$ cat src/design/scrd_pkg.sv
// Purpose: Constants and carriers for the supply configuration and reset delay registers
// Assumes: 50 MHz clock, 8-bit register port
// Notes: Offsets are byte addresses on the plain register port
package scrd_pkg;

   // ****************************************
   // Register offsets
   // ****************************************
   localparam logic [7:0] SCRD_OFS_RST_DELAY = 8'h99;
   localparam logic [7:0] SCRD_OFS_C2_LIMIT = 8'h9A;
   localparam logic [7:0] SCRD_OFS_C3_LIMIT = 8'h9B;
   localparam logic [7:0] SCRD_OFS_C1_LIMIT = 8'h9C;
   localparam logic [7:0] SCRD_OFS_C1_CFG = 8'h9E;
   localparam logic [7:0] SCRD_OFS_C3_CFG = 8'h9F;
   localparam logic [7:0] SCRD_OFS_C2_CFG = 8'hA0;
   localparam logic [7:0] SCRD_OFS_SLEEP_SEL = 8'hA1;
   localparam logic [7:0] SCRD_OFS_STATUS = 8'hA2;

   // ****************************************
   // Field positions and reset values
   // ****************************************
   localparam int SCRD_TRIG_HI = 7;
   localparam int SCRD_TRIG_LO = 6;
   localparam int SCRD_DLY_HI = 5;
   localparam int SCRD_DLY_LO = 0;
   localparam int SCRD_PD_BIT = 5;
   localparam int SCRD_LIM_HI = 3;
   localparam int SCRD_LIM_LO = 0;
   localparam int SCRD_DLY_LONG_BIT = 5;
   localparam logic [7:0] SCRD_REG_RESET = 8'h00;
   localparam logic [7:0] SCRD_RSVD_MASK_LIMIT = 8'h0F;
   localparam logic [5:0] SCRD_DLY_LONG_BASE = 6'h1F;
   localparam logic [10:0] SCRD_DLY_ZERO = 11'h000;
   localparam int SCRD_DLY_LONG_SHIFT = 5;

   // ****************************************
   // Current limits in mA
   // ****************************************
   // Thirteen bits: converter 1 reaches 4400 mA at code 15
   localparam logic [12:0] SCRD_C1_LIM_BASE = 13'h0578; // 1400 mA
   localparam logic [12:0] SCRD_C1_LIM_STEP = 13'h00C8; // 200 mA
   localparam logic [12:0] SCRD_C2_LIM_BASE = 13'h06A4; // 1700 mA
   localparam logic [12:0] SCRD_C3_LIM_BASE = 13'h02BC; // 700 mA
   localparam logic [12:0] SCRD_LIM_STEP = 13'h0064;    // 100 mA

   // ****************************************
   // Timing
   // ****************************************
   localparam longint SCRD_CLK_HZ = 50000000;
   localparam longint SCRD_TICK_NS = 1024000;           // 1.024 ms
   localparam longint SCRD_TICK_CYC = (SCRD_TICK_NS * SCRD_CLK_HZ) / 1000000000;

   // ****************************************
   // Encodings
   // ****************************************
   typedef enum logic [1:0] {
      SCRD_TRIG_WAKE = 2'h0,
      SCRD_TRIG_SYSUP = 2'h1,
      SCRD_TRIG_PWRUP = 2'h2,
      SCRD_TRIG_RSTEXIT = 2'h3
   } scrd_trig_e;

   typedef enum logic [1:0] {
      SCRD_OP_SLEEPBITS = 2'h0,
      SCRD_OP_PFM = 2'h1,
      SCRD_OP_PWM = 2'h2,
      SCRD_OP_AUTO = 2'h3
   } scrd_op_e;

   typedef enum logic [2:0] {
      SCRD_ST_IDLE = 3'h1,
      SCRD_ST_COUNT = 3'h2,
      SCRD_ST_DONE = 3'h4
   } scrd_state_e;

   // Register bus carriers
   typedef struct packed {
      logic [7:0] addr;
      logic [7:0] wdata;
      logic wr;
      logic rd;
   } scrd_bus_req_s;

   // Trigger events from the power sequencer
   typedef struct packed {
      logic external_wake_event;
      logic system_up_event;
      logic power_up_event;
      logic reset_mode_exit_event;
   } scrd_events_s;

   // Per-converter control to the analog side
   typedef struct packed {
      logic [12:0] limit_ma;
      logic pfm;
      logic pwm;
      logic auto_mode;
      logic pulldown_on;
   } scrd_conv_ctl_s;

endpackage

$ cat src/design/scrd_regs.sv
// Purpose: Reset release delay and step-down converter configuration registers
// Assumes: Events and setting select are synchronous one-clock signals
// Notes: Read data appears one cycle after the read strobe
//
// The strobed register port was left to the implementer.
module scrd_regs
   import scrd_pkg::*;
#(
   parameter longint TICK_CYC = SCRD_TICK_CYC
) (
   input wire logic clock,
   input wire logic srst,
   input wire scrd_bus_req_s bus_req,
   output logic [7:0] rdata,
   input wire scrd_events_s events,
   input wire logic setting_b_active,
   input wire logic conv1_half_current,
   output logic system_reset_out_n,
   output scrd_conv_ctl_s conv1_ctl,
   output scrd_conv_ctl_s conv2_ctl,
   output scrd_conv_ctl_s conv3_ctl
);

   localparam int TW = $clog2(TICK_CYC + 1);

   // ****************************************
   // State
   // ****************************************
   typedef struct packed {
      logic [7:0] rst_delay;
      logic [7:0] c1_lim;
      logic [7:0] c2_lim;
      logic [7:0] c3_lim;
      logic [7:0] c1_cfg;
      logic [7:0] c2_cfg;
      logic [7:0] c3_cfg;
      logic [5:0] sleep_sel;
      logic [7:0] rdata;
      scrd_state_e st;
      logic [TW-1:0] tick_cnt;
      logic [10:0] ticks_left;
      logic rst_n;
      scrd_conv_ctl_s ctl1;
      scrd_conv_ctl_s ctl2;
      scrd_conv_ctl_s ctl3;
   } scrd_regs_s;

   scrd_regs_s s_q;
   scrd_regs_s s_d;

   // Mode decode shared by the three converters
   function automatic scrd_conv_ctl_s conv_mode(input logic [7:0] cfg, input logic sleep_a,
                                                input logic sleep_b, input logic use_b,
                                                input logic [12:0] lim);
      scrd_conv_ctl_s c;
      logic sl;
      c = '0;
      sl = use_b ? sleep_b : sleep_a;
      c.limit_ma = lim;
      c.pulldown_on = ~cfg[SCRD_PD_BIT];
      unique case (scrd_op_e'(cfg[SCRD_TRIG_HI:SCRD_TRIG_LO]))
         SCRD_OP_SLEEPBITS: begin
            c.pfm = sl;
            c.pwm = ~sl;
         end
         SCRD_OP_PFM: c.pfm = 1'b1;
         SCRD_OP_PWM: c.pwm = 1'b1;
         SCRD_OP_AUTO: c.auto_mode = 1'b1;
      endcase
      return c;
   endfunction

   // Trigger selected by software
   logic trig_hit;
   logic [5:0] dly_code;
   logic [10:0] dly_ticks;
   logic [12:0] lim1;
   always_comb begin
      unique case (scrd_trig_e'(s_q.rst_delay[SCRD_TRIG_HI:SCRD_TRIG_LO]))
         SCRD_TRIG_WAKE: trig_hit = events.external_wake_event;
         SCRD_TRIG_SYSUP: trig_hit = events.system_up_event;
         SCRD_TRIG_PWRUP: trig_hit = events.power_up_event;
         SCRD_TRIG_RSTEXIT: trig_hit = events.reset_mode_exit_event;
      endcase
      dly_code = s_q.rst_delay[SCRD_DLY_HI:SCRD_DLY_LO];
      if (dly_code[SCRD_DLY_LONG_BIT]) begin
         dly_ticks = 11'((dly_code - SCRD_DLY_LONG_BASE)) << SCRD_DLY_LONG_SHIFT;
      end else begin
         dly_ticks = 11'(dly_code);
      end
      lim1 = SCRD_C1_LIM_BASE + 13'(s_q.c1_lim[SCRD_LIM_HI:SCRD_LIM_LO] * SCRD_C1_LIM_STEP);
      if (conv1_half_current) begin
         lim1 = lim1 >> 1;
      end
   end

   // ****************************************
   // Next state
   // ****************************************
   always_comb begin
      s_d = s_q;
      // Register writes
      if (bus_req.wr) begin
         unique case (bus_req.addr)
            SCRD_OFS_RST_DELAY: s_d.rst_delay = bus_req.wdata;
            SCRD_OFS_C2_LIMIT: s_d.c2_lim = bus_req.wdata;
            SCRD_OFS_C3_LIMIT: s_d.c3_lim = bus_req.wdata;
            SCRD_OFS_C1_LIMIT: s_d.c1_lim = bus_req.wdata;
            SCRD_OFS_C1_CFG: s_d.c1_cfg = bus_req.wdata;
            SCRD_OFS_C3_CFG: s_d.c3_cfg = bus_req.wdata;
            SCRD_OFS_C2_CFG: s_d.c2_cfg = bus_req.wdata;
            SCRD_OFS_SLEEP_SEL: s_d.sleep_sel = bus_req.wdata[5:0];
            default: ;
         endcase
      end
      // Register reads, unmapped reads as zero
      s_d.rdata = SCRD_REG_RESET;
      if (bus_req.rd) begin
         unique case (bus_req.addr)
            SCRD_OFS_RST_DELAY: s_d.rdata = s_q.rst_delay;
            SCRD_OFS_C2_LIMIT: s_d.rdata = s_q.c2_lim & SCRD_RSVD_MASK_LIMIT;
            SCRD_OFS_C3_LIMIT: s_d.rdata = s_q.c3_lim;
            SCRD_OFS_C1_LIMIT: s_d.rdata = s_q.c1_lim;
            SCRD_OFS_C1_CFG: s_d.rdata = s_q.c1_cfg;
            SCRD_OFS_C3_CFG: s_d.rdata = s_q.c3_cfg;
            SCRD_OFS_C2_CFG: s_d.rdata = s_q.c2_cfg;
            SCRD_OFS_SLEEP_SEL: s_d.rdata = {2'h0, s_q.sleep_sel};
            SCRD_OFS_STATUS: s_d.rdata = {4'h0, s_q.st == SCRD_ST_COUNT, s_q.rst_n,
                                          s_q.st == SCRD_ST_DONE, setting_b_active};
            default: s_d.rdata = SCRD_REG_RESET;
         endcase
      end
      // Reset release sequencer; tick prescaler runs only while counting
      unique case (s_q.st)
         SCRD_ST_IDLE: begin
            if (trig_hit) begin
               s_d.tick_cnt = '0;
               s_d.ticks_left = dly_ticks;
               if (dly_ticks == SCRD_DLY_ZERO) begin
                  s_d.rst_n = 1'b1;
                  s_d.st = SCRD_ST_DONE;
               end else begin
                  s_d.st = SCRD_ST_COUNT;
               end
            end
         end
         SCRD_ST_COUNT: begin
            if (s_q.tick_cnt == TW'(TICK_CYC - 1)) begin
               s_d.tick_cnt = '0;
               s_d.ticks_left = s_q.ticks_left - 11'h001;
               if (s_q.ticks_left == 11'h001) begin
                  s_d.rst_n = 1'b1;
                  s_d.st = SCRD_ST_DONE;
               end
            end else begin
               s_d.tick_cnt = s_q.tick_cnt + TW'(1);
            end
         end
         SCRD_ST_DONE: ;
      endcase
      // Converter controls
      s_d.ctl1 = conv_mode(s_q.c1_cfg, s_q.sleep_sel[0], s_q.sleep_sel[1], setting_b_active, lim1);
      s_d.ctl2 = conv_mode(s_q.c2_cfg, s_q.sleep_sel[2], s_q.sleep_sel[3], setting_b_active,
                           SCRD_C2_LIM_BASE + 13'(s_q.c2_lim[SCRD_LIM_HI:SCRD_LIM_LO] * SCRD_LIM_STEP));
      s_d.ctl3 = conv_mode(s_q.c3_cfg, s_q.sleep_sel[4], s_q.sleep_sel[5], setting_b_active,
                           SCRD_C3_LIM_BASE + 13'(s_q.c3_lim[SCRD_LIM_HI:SCRD_LIM_LO] * SCRD_LIM_STEP));
   end

   // State register
   always_ff @(posedge clock) begin
      if (srst) begin
         s_q <= '0;
         s_q.st <= SCRD_ST_IDLE;
      end else begin
         s_q <= s_d;
      end
   end

   // Outputs straight from flip-flops
   assign rdata = s_q.rdata;
   assign system_reset_out_n = s_q.rst_n;
   assign conv1_ctl = s_q.ctl1;
   assign conv2_ctl = s_q.ctl2;
   assign conv3_ctl = s_q.ctl3;

endmodule

$ cat config.mk
export PLATFORM = sky130hd
export DESIGN_NAME = scrd_regs
export DESIGN_NICKNAME = d
export VERILOG_FILES = /design/src/design/scrd_pkg.sv /design/src/design/scrd_regs.sv
export SDC_FILE = /design/constraint.sdc
export NUM_CORES = 1
export LEC_CHECK = 0
export BUFFER_PORTS_ARGS = -buffer_cell sky130_fd_sc_hd__buf_2
export CAP_MARGIN = 20
export CORE_MARGIN = 4
export CORE_UTILIZATION = 53
export DETAILED_ROUTE_END_ITERATION = 10
export PLACE_DENSITY_LB_ADDON = 0.05
export SLEW_MARGIN = 25
export SYNTH_ARGS = -nofsm -noshare
export SYNTH_HDL_FRONTEND = slang
export SYNTH_SLANG_ARGS = --single-unit
$ cat constraint.sdc
create_clock -name clock -period 2.7 [get_ports clock]
set_input_delay 0.135 -clock clock [delete_from_list [all_inputs] [get_ports clock]]
set_output_delay 0.135 -clock clock [all_outputs]
set_load 0.01 [all_outputs]
==> flow_metrics.tcl, run 1 <==
set metrics [dict create \
    dp.cells 1044 \
    die_height_um 128 \
    finalNonFillerCells 1076 \
    io_pins 86 \
    tightest_slew_ps 784 \
    post_cts_resize_count 0 \
    r2r_slack_ps 150 \
    r2r-end "conv1_ctl[14]" \
    fin_skew_ps 6.59 \
    min_to "s_q[142]" \
    hp-start "bus_req[8]" \
    synth_edf_count 0 \
    syn_area_per_cell_um2 8.74 \
    status "complete, no violations" \
    vias_per_cell 5.71 \
    hold_slack_ps 35.4 \
    fin_nets 950 \
    clk_pin_slew_worst_paths_ps 60 \
    grt-ovfl-total 0 \
    reg2reg_depth 9 \
    cts_root_buf "clkbuf_16" \
    synthArstFlopShare 0 \
    start_kind "register" \
    hold_viol 0 \
    syn-instance-count 867 \
    setup_violations 0 \
    vdd_drop_max_v 0.000401 \
    drive_gt1_frac 0.170 \
    slew_viol_final 0 \
    cp-end-kind "register" \
    nFillCells 1241 \
    cp_max_fo 6 \
    firstDrtPassIters 5 \
    start_util 0.544 \
    drt_iter0_drc 541 \
    yosys_warnings 0 \
    max_stage_delay_ps 620 \
    fin_crit_ps 2550 \
    max-cap-violations 0 \
    wl_um 18200 \
    rsz0062_at_grt "no" \
    multi_input_area_um2 4070 \
    cts_htree_levels 4 \
    timing.critical_path.mode_cell "ha_1" \
    p_leak_nw 3.70 \
    insertion_delay_ps 420 \
    cp.buffers_inverters 1 \
    die_w_um 128 \
    fmax_ghz 0.392 \
    synthFlopType "dfxtp_1" \
    routedWlPerCell_um 16.9 \
    r2r-start "s_q[137]" \
    port-buffer-count 77 \
    track_usage 0.226 \
    crit_family "adder cells" \
    layout_commonest_cell "dfxtp_1" \
    clockBufferDepth 2 \
    syn2layout_area_growth_pct 10.0 \
    route.vias.total 6143 \
    period_share 0.945 \
    core_area_um2 13900 \
    post-cts-setup-buffer-count 0 \
    post-place-ws_ps 80.3 \
    setup_ws_ps 149 \
    critical_path.cell_chain "inv_1, ha_1, ha_1, fa_2, nor2_1, a211oi_2, xnor2_1, nor3_1, a211o_1" \
    cts_tree "built" \
    max-slew-margin-rel 0.477 \
    drcViolationCount 0 \
    grt_max_degree 66 \
    cts_sinks 140 \
    holdBufCountCts 0 \
    grt_antenna_before_repair 0 \
    hp-class "input port to register" \
    regArea_um2 2800 \
    ys_seq_elements 140 \
    worst_ep_arrival_time_ps 2860 \
    power_density_nw_per_um2 572 \
    synthDistinctLibCells 80 \
    min_delay_path_depth 3 \
    grt_pass1_wl_um 29700 \
    cts_made_buffers 17 \
    n_antenna_cell 0 \
    final_cell_mix "dfxtp_1 (140), nor2_1 (88), nand2_1 (87)" \
    fin_setup_tns_ps 0 \
    finalWeightedCongestion 0.861 \
    die-area_um2 16300 \
    crit_required_ps 3010 \
    synth_area_um2 7580 \
    seq_area_frac_synth 0.370 \
    rows 43 \
    slowest_stage "fa_2" \
    drtAntennaViolNets 0 \
    grt_pass1_vias 5847 \
    hpwlAfterDp_um 13200 \
    critPathKind "register to register" \
]
## area by class of cell
type                    instances  area share
well taps                     180      0.0270
inverters                      28      0.0126
repair buffers                 94      0.0618
flip-flops and latches        140       0.336
multi-input cells             602       0.488
clock buffers                  22      0.0581
clock inverters                10      0.0165
## worst reg2reg max path, delay by kind of cell (launching register included)
family	cells	cell delay, ps
fa+ha+maj	3	1200
simple gates	2	150
xor+xnor	1	170
flops	1	320
compound gates	2	520
buf+inv	1	80
## where the power goes
group / leakage, nW / switching (mW) / internal [mW] / total [mW]
registers: 1.14 / 0.0151 / 2.09 / 2.11
clock network: 0.302 / 0.868 / 1.55 / 2.42
logic: 2.26 / 0.169 / 0.0768 / 0.246
total: 3.70 / 1.05 / 3.72 / 4.77
## stage by stage
| stage | instance area [um2] | utilization | power [mW] |
|---|---|---|---|
| 2_1_floorplan | 7600 | - | 2.34 |
| 3_3_place_gp | 7710 | 0.553 | 2.39 |
| 3_5_place_dp | 7710 | 0.553 | 2.40 |
| 4_1_cts | 8330 | 0.598 | 4.81 |
| 5_1_grt | 8340 | 0.598 | 4.93 |
| 6_report | 8340 | 0.598 | 4.77 |
## sequential cells by signal, summed over array words and instances, names as in the netlist
name / cells
s_q: 82
conv1_ctl: 15
conv2_ctl: 14
conv3_ctl: 14
rdata: 8
dly_code: 6
system_reset_out_n: 1
## Yosys cell counts (13+ instances only)
cell type / instances / share of area
a21oi_1: 56 / 0.037
and3_1: 13 / 0.011
buf_4: 60 / 0.059
clkbuf_1: 29 / 0.014
dfxtp_1: 140 / 0.37
ha_1: 38 / 0.063
inv_1: 27 / 0.013
mux2i_1: 49 / 0.065
nand2_1: 87 / 0.043
nand3_1: 31 / 0.020
nor2_1: 88 / 0.044
nor3_1: 14 / 0.0092
o21ai_1: 15 / 0.0099
xnor2_1: 21 / 0.024
## routing by layer
| metal | routed length, um | track usage |
|---|---|---|
| met1 | 8550 | 0.301 |
| met2 | 8250 | 0.358 |
| met3 | 1010 | 0.0477 |
| met4 | 342 | 0.0909 |
| met5 | 0 | 0 |
## how the worst max path moves through the flow
stage               startpoint             to  slack, ps  cells after the start
finish                s_q[137]  conv1_ctl[14]        150                      9
global route          s_q[137]  conv1_ctl[14]         30                      9
global placement      s_q[136]  conv1_ctl[14]        170                      9
CTS                   s_q[137]  conv1_ctl[14]         70                      9
floorplan             s_q[136]  conv1_ctl[14]        150                      9
detailed placement    s_q[137]  conv1_ctl[14]         80                      9
## logic make-up (layout without fill, tap and decap cells)
group | Yosys count | after routing | synth area share
AO/OA/AOI/OAI | 163 | 163 | 0.139
flip-flops | 140 | 140 | 0.370
multiplexers | 53 | 53 | 0.0766
AND/OR/NAND/NOR | 306 | 306 | 0.209
adder cells (fa/ha/maj) | 41 | 41 | 0.0707
other | 1 | 8 | 0.000495
XOR/XNOR | 31 | 31 | 0.0358
buffers and inverters | 132 | 154 | 0.0978
Note: power is estimated with default switching activity, not from simulation.
==> run 2, diff against run 1 <==
--- a/config.mk
+++ b/config.mk
@@ -5,10 +5,11 @@
 export SDC_FILE = /design/constraint.sdc
 export NUM_CORES = 1
 export LEC_CHECK = 0
+export ABC_AREA = 1
 export BUFFER_PORTS_ARGS = -buffer_cell sky130_fd_sc_hd__buf_2
 export CAP_MARGIN = 20
 export CORE_MARGIN = 4
-export CORE_UTILIZATION = 53
+export CORE_UTILIZATION = 63
 export DETAILED_ROUTE_END_ITERATION = 10
 export PLACE_DENSITY_LB_ADDON = 0.05
 export SLEW_MARGIN = 25
==> constraint.sdc (replaced) <==
create_clock -name clock -period 3.2 [get_ports clock]
set_input_delay 0.16 -clock clock [delete_from_list [all_inputs] [get_ports clock]]
set_output_delay 0.16 -clock clock [all_outputs]
set_load 0.01 [all_outputs]
==> flow_metrics.tcl, run 2 <==
set metrics [dict create \
    status "complete, no violations" \
    slowest_stage "dfxtp_1" \
    critical_path.cell_chain "inv_1, ha_1, ha_1, fa_1, xor2_1, nand4_1, nand3_1, nand2_1, nand3_1, nand2_1" \
    dpl-instance-area_um2 7390 \
    routedWlPerCell_um 13.9 \
    period_share 0.748 \
    route.vias.total 6474 \
    hpwlAfterDp_um 11300 \
    fin_nets 1102 \
    nFillCells 996 \
    largest_reg_flops 82 \
    insertion_delay_ps 420 \
    synthDistinctLibCells 32 \
    core_area_um2 11400 \
    synth_edf_count 0 \
    tightest_slew_ps 674 \
    die_height_um 116 \
    grt_pass1_wl_um 27600 \
    max_stage_delay_ps 440 \
    vias_per_cell 5.44 \
    synthFlopType "dfxtp_1" \
    stdcell_area_um2 8000 \
    io_pins 86 \
    rows 39 \
    clockBufferDepth 2 \
    grt_pass1_vias 5856 \
    yosysTopAreaCell "dfxtp_1" \
    rsz0062_at_grt "no" \
    fin_crit_ps 2390 \
    syn2layout_area_growth_pct 9.48 \
    fin_skew_ps 6.44 \
    critPathKind "register to register" \
    finish.utilization 0.704 \
    hp-class "input port to register" \
    drcViolationCount 0 \
    synthArstFlopShare 0 \
    setup_violations 0 \
    synth_area_leaders "dfxtp_1 (38%), nand2_1 (8.9%), a21oi_1 (7.1%), o21ai_0 (7.0%), ha_1 (6.5%)" \
    cp-end-kind "register" \
    holdBufCountCts 0 \
    start_kind "register" \
    power_density_nw_per_um2 506 \
    grt_max_degree 70 \
    worst_ep_arrival_time_ps 2710 \
    vdd_drop_max_v 0.000518 \
    grt_antenna_before_repair 0 \
    cp_max_fo 7 \
    die-area_um2 13400 \
    post-cts-setup-buffer-count 0 \
    hold_viol 0 \
    max-slew-margin-rel 0.551 \
    track_usage 0.256 \
    seq_area_frac_synth 0.383 \
    yosysMostFrequentCell "nand2_1" \
    n_antenna_cell 0 \
    max-cap-violations 0 \
    post_cts_resize_count 0 \
    die_w_um 116 \
    grt-ovfl-total 0 \
    drive_gt1_frac 0.118 \
    p_leak_nw 3.58 \
    drt_iter0_drc 520 \
    cts_tree "built" \
    layout_commonest_cell "nand2_1" \
    clk_pin_slew_worst_paths_ps 60 \
    netlist.area_leader.share 0.383 \
    synth_common_cells "nand2_1 (173), dfxtp_1 (140), inv_1 (113)" \
    cts_made_buffers 17 \
    drtAntennaViolNets 0 \
    total_power_mw 4.05 \
    yosys_warnings 0 \
    ys_seq_elements 140 \
    cts_sinks 140 \
    syn-instance-count 1013 \
    wl_um 16600 \
    fin_setup_tns_ps 0 \
    finalWeightedCongestion 0.901 \
    final_cell_mix "nand2_1 (173), dfxtp_1 (140), inv_1 (113)" \
    crit_required_ps 3510 \
    cts_htree_levels 4 \
    fmax_ghz 0.418 \
    syn_area_per_cell_um2 7.21 \
    cts_root_buf "clkbuf_16" \
    port-buffer-count 77 \
    top_register "s_q" \
    firstDrtPassIters 5 \
    synth_area_um2 7310 \
    start_util 0.643 \
    hold_slack_ps 36.7 \
    slew_viol_final 0 \
]
-- run 2: cell count changes after synthesis, moves of 13 or more --
cell	change
a21oi_1	+47
and3_1	-13
inv_1	+86
mux2i_1	-49
nand2_1	+86
nand3_1	+37
o21ai_0	+92
o21ai_1	-15
o22ai_1	+17
-- run 2: per-stage QoR --
step                instances  worst slack, ps
finish                   1191              807
global route             1191              578
CTS                      1191              828
detailed placement       1159              853
global placement         1159              900
floorplan                1020             1050
-- run 2: worst max-delay path: cells and delay by family, from the launching register on --
kind,cells,cell delay [ps]
adder cells (fa/ha/maj),3,990
AND/OR/NAND/NOR,5,460
flip-flops,1,440
XOR/XNOR,1,290
buffers and inverters,1,100
-- run 2: worst paths after layout --
kind,slack [ps],endpoint,from,cells past startpoint
worst max-delay path,810,conv1_ctl[15],s_q[136],10
worst min-delay path,40,conv1_ctl[14],conv1_half_current,4
worst max register to register,810,conv1_ctl[15],s_q[136],10
worst min register to register,410,conv2_ctl[0],s_q[109],1
-- run 2: logic make-up (layout without fill, tap and decap cells) --
family	after synthesis	count (layout)	synth area share
and+or+nand+nor	367	367	0.210
DFF	140	140	0.383
buffers and inverters	205	233	0.137
adders and majority gates	41	41	0.0733
other	1	8	0.000513
xor gates and xnor gates	15	15	0.0180
AOI/OAI and AO/OA	244	244	0.178
-- run 2: power breakdown --
group | switching (mW) | leakage [nW] | internal [mW] | total, mW
Combinational | 0.173 | 2.15 | 0.0745 | 0.248
Sequential | 0.0136 | 1.14 | 1.77 | 1.79
Clock | 0.765 | 0.290 | 1.25 | 2.02
-- run 2: layer usage --
layer / GRT usage / vias up / part of all wire
li1: - / 3314 / -
met1: 0.336 / 2934 / 0.46
met2: 0.421 / 197 / 0.46
met3: 0.0554 / 29 / 0.060
met4: 0.0897 / 0 / 0.018
met5: 0 / - / 0
-- run 2: area by class of cell --
cell class | count | area [um2] | share of cell area
clock buffers | 19 | 443 | 0.0554
clock inverters | 13 | 166 | 0.0208
inverters | 119 | 447 | 0.0558
multi-input cells | 675 | 3530 | 0.441
flip-flops and latches | 140 | 2800 | 0.350
well taps | 143 | 179 | 0.0224
repair buffers | 82 | 435 | 0.0544
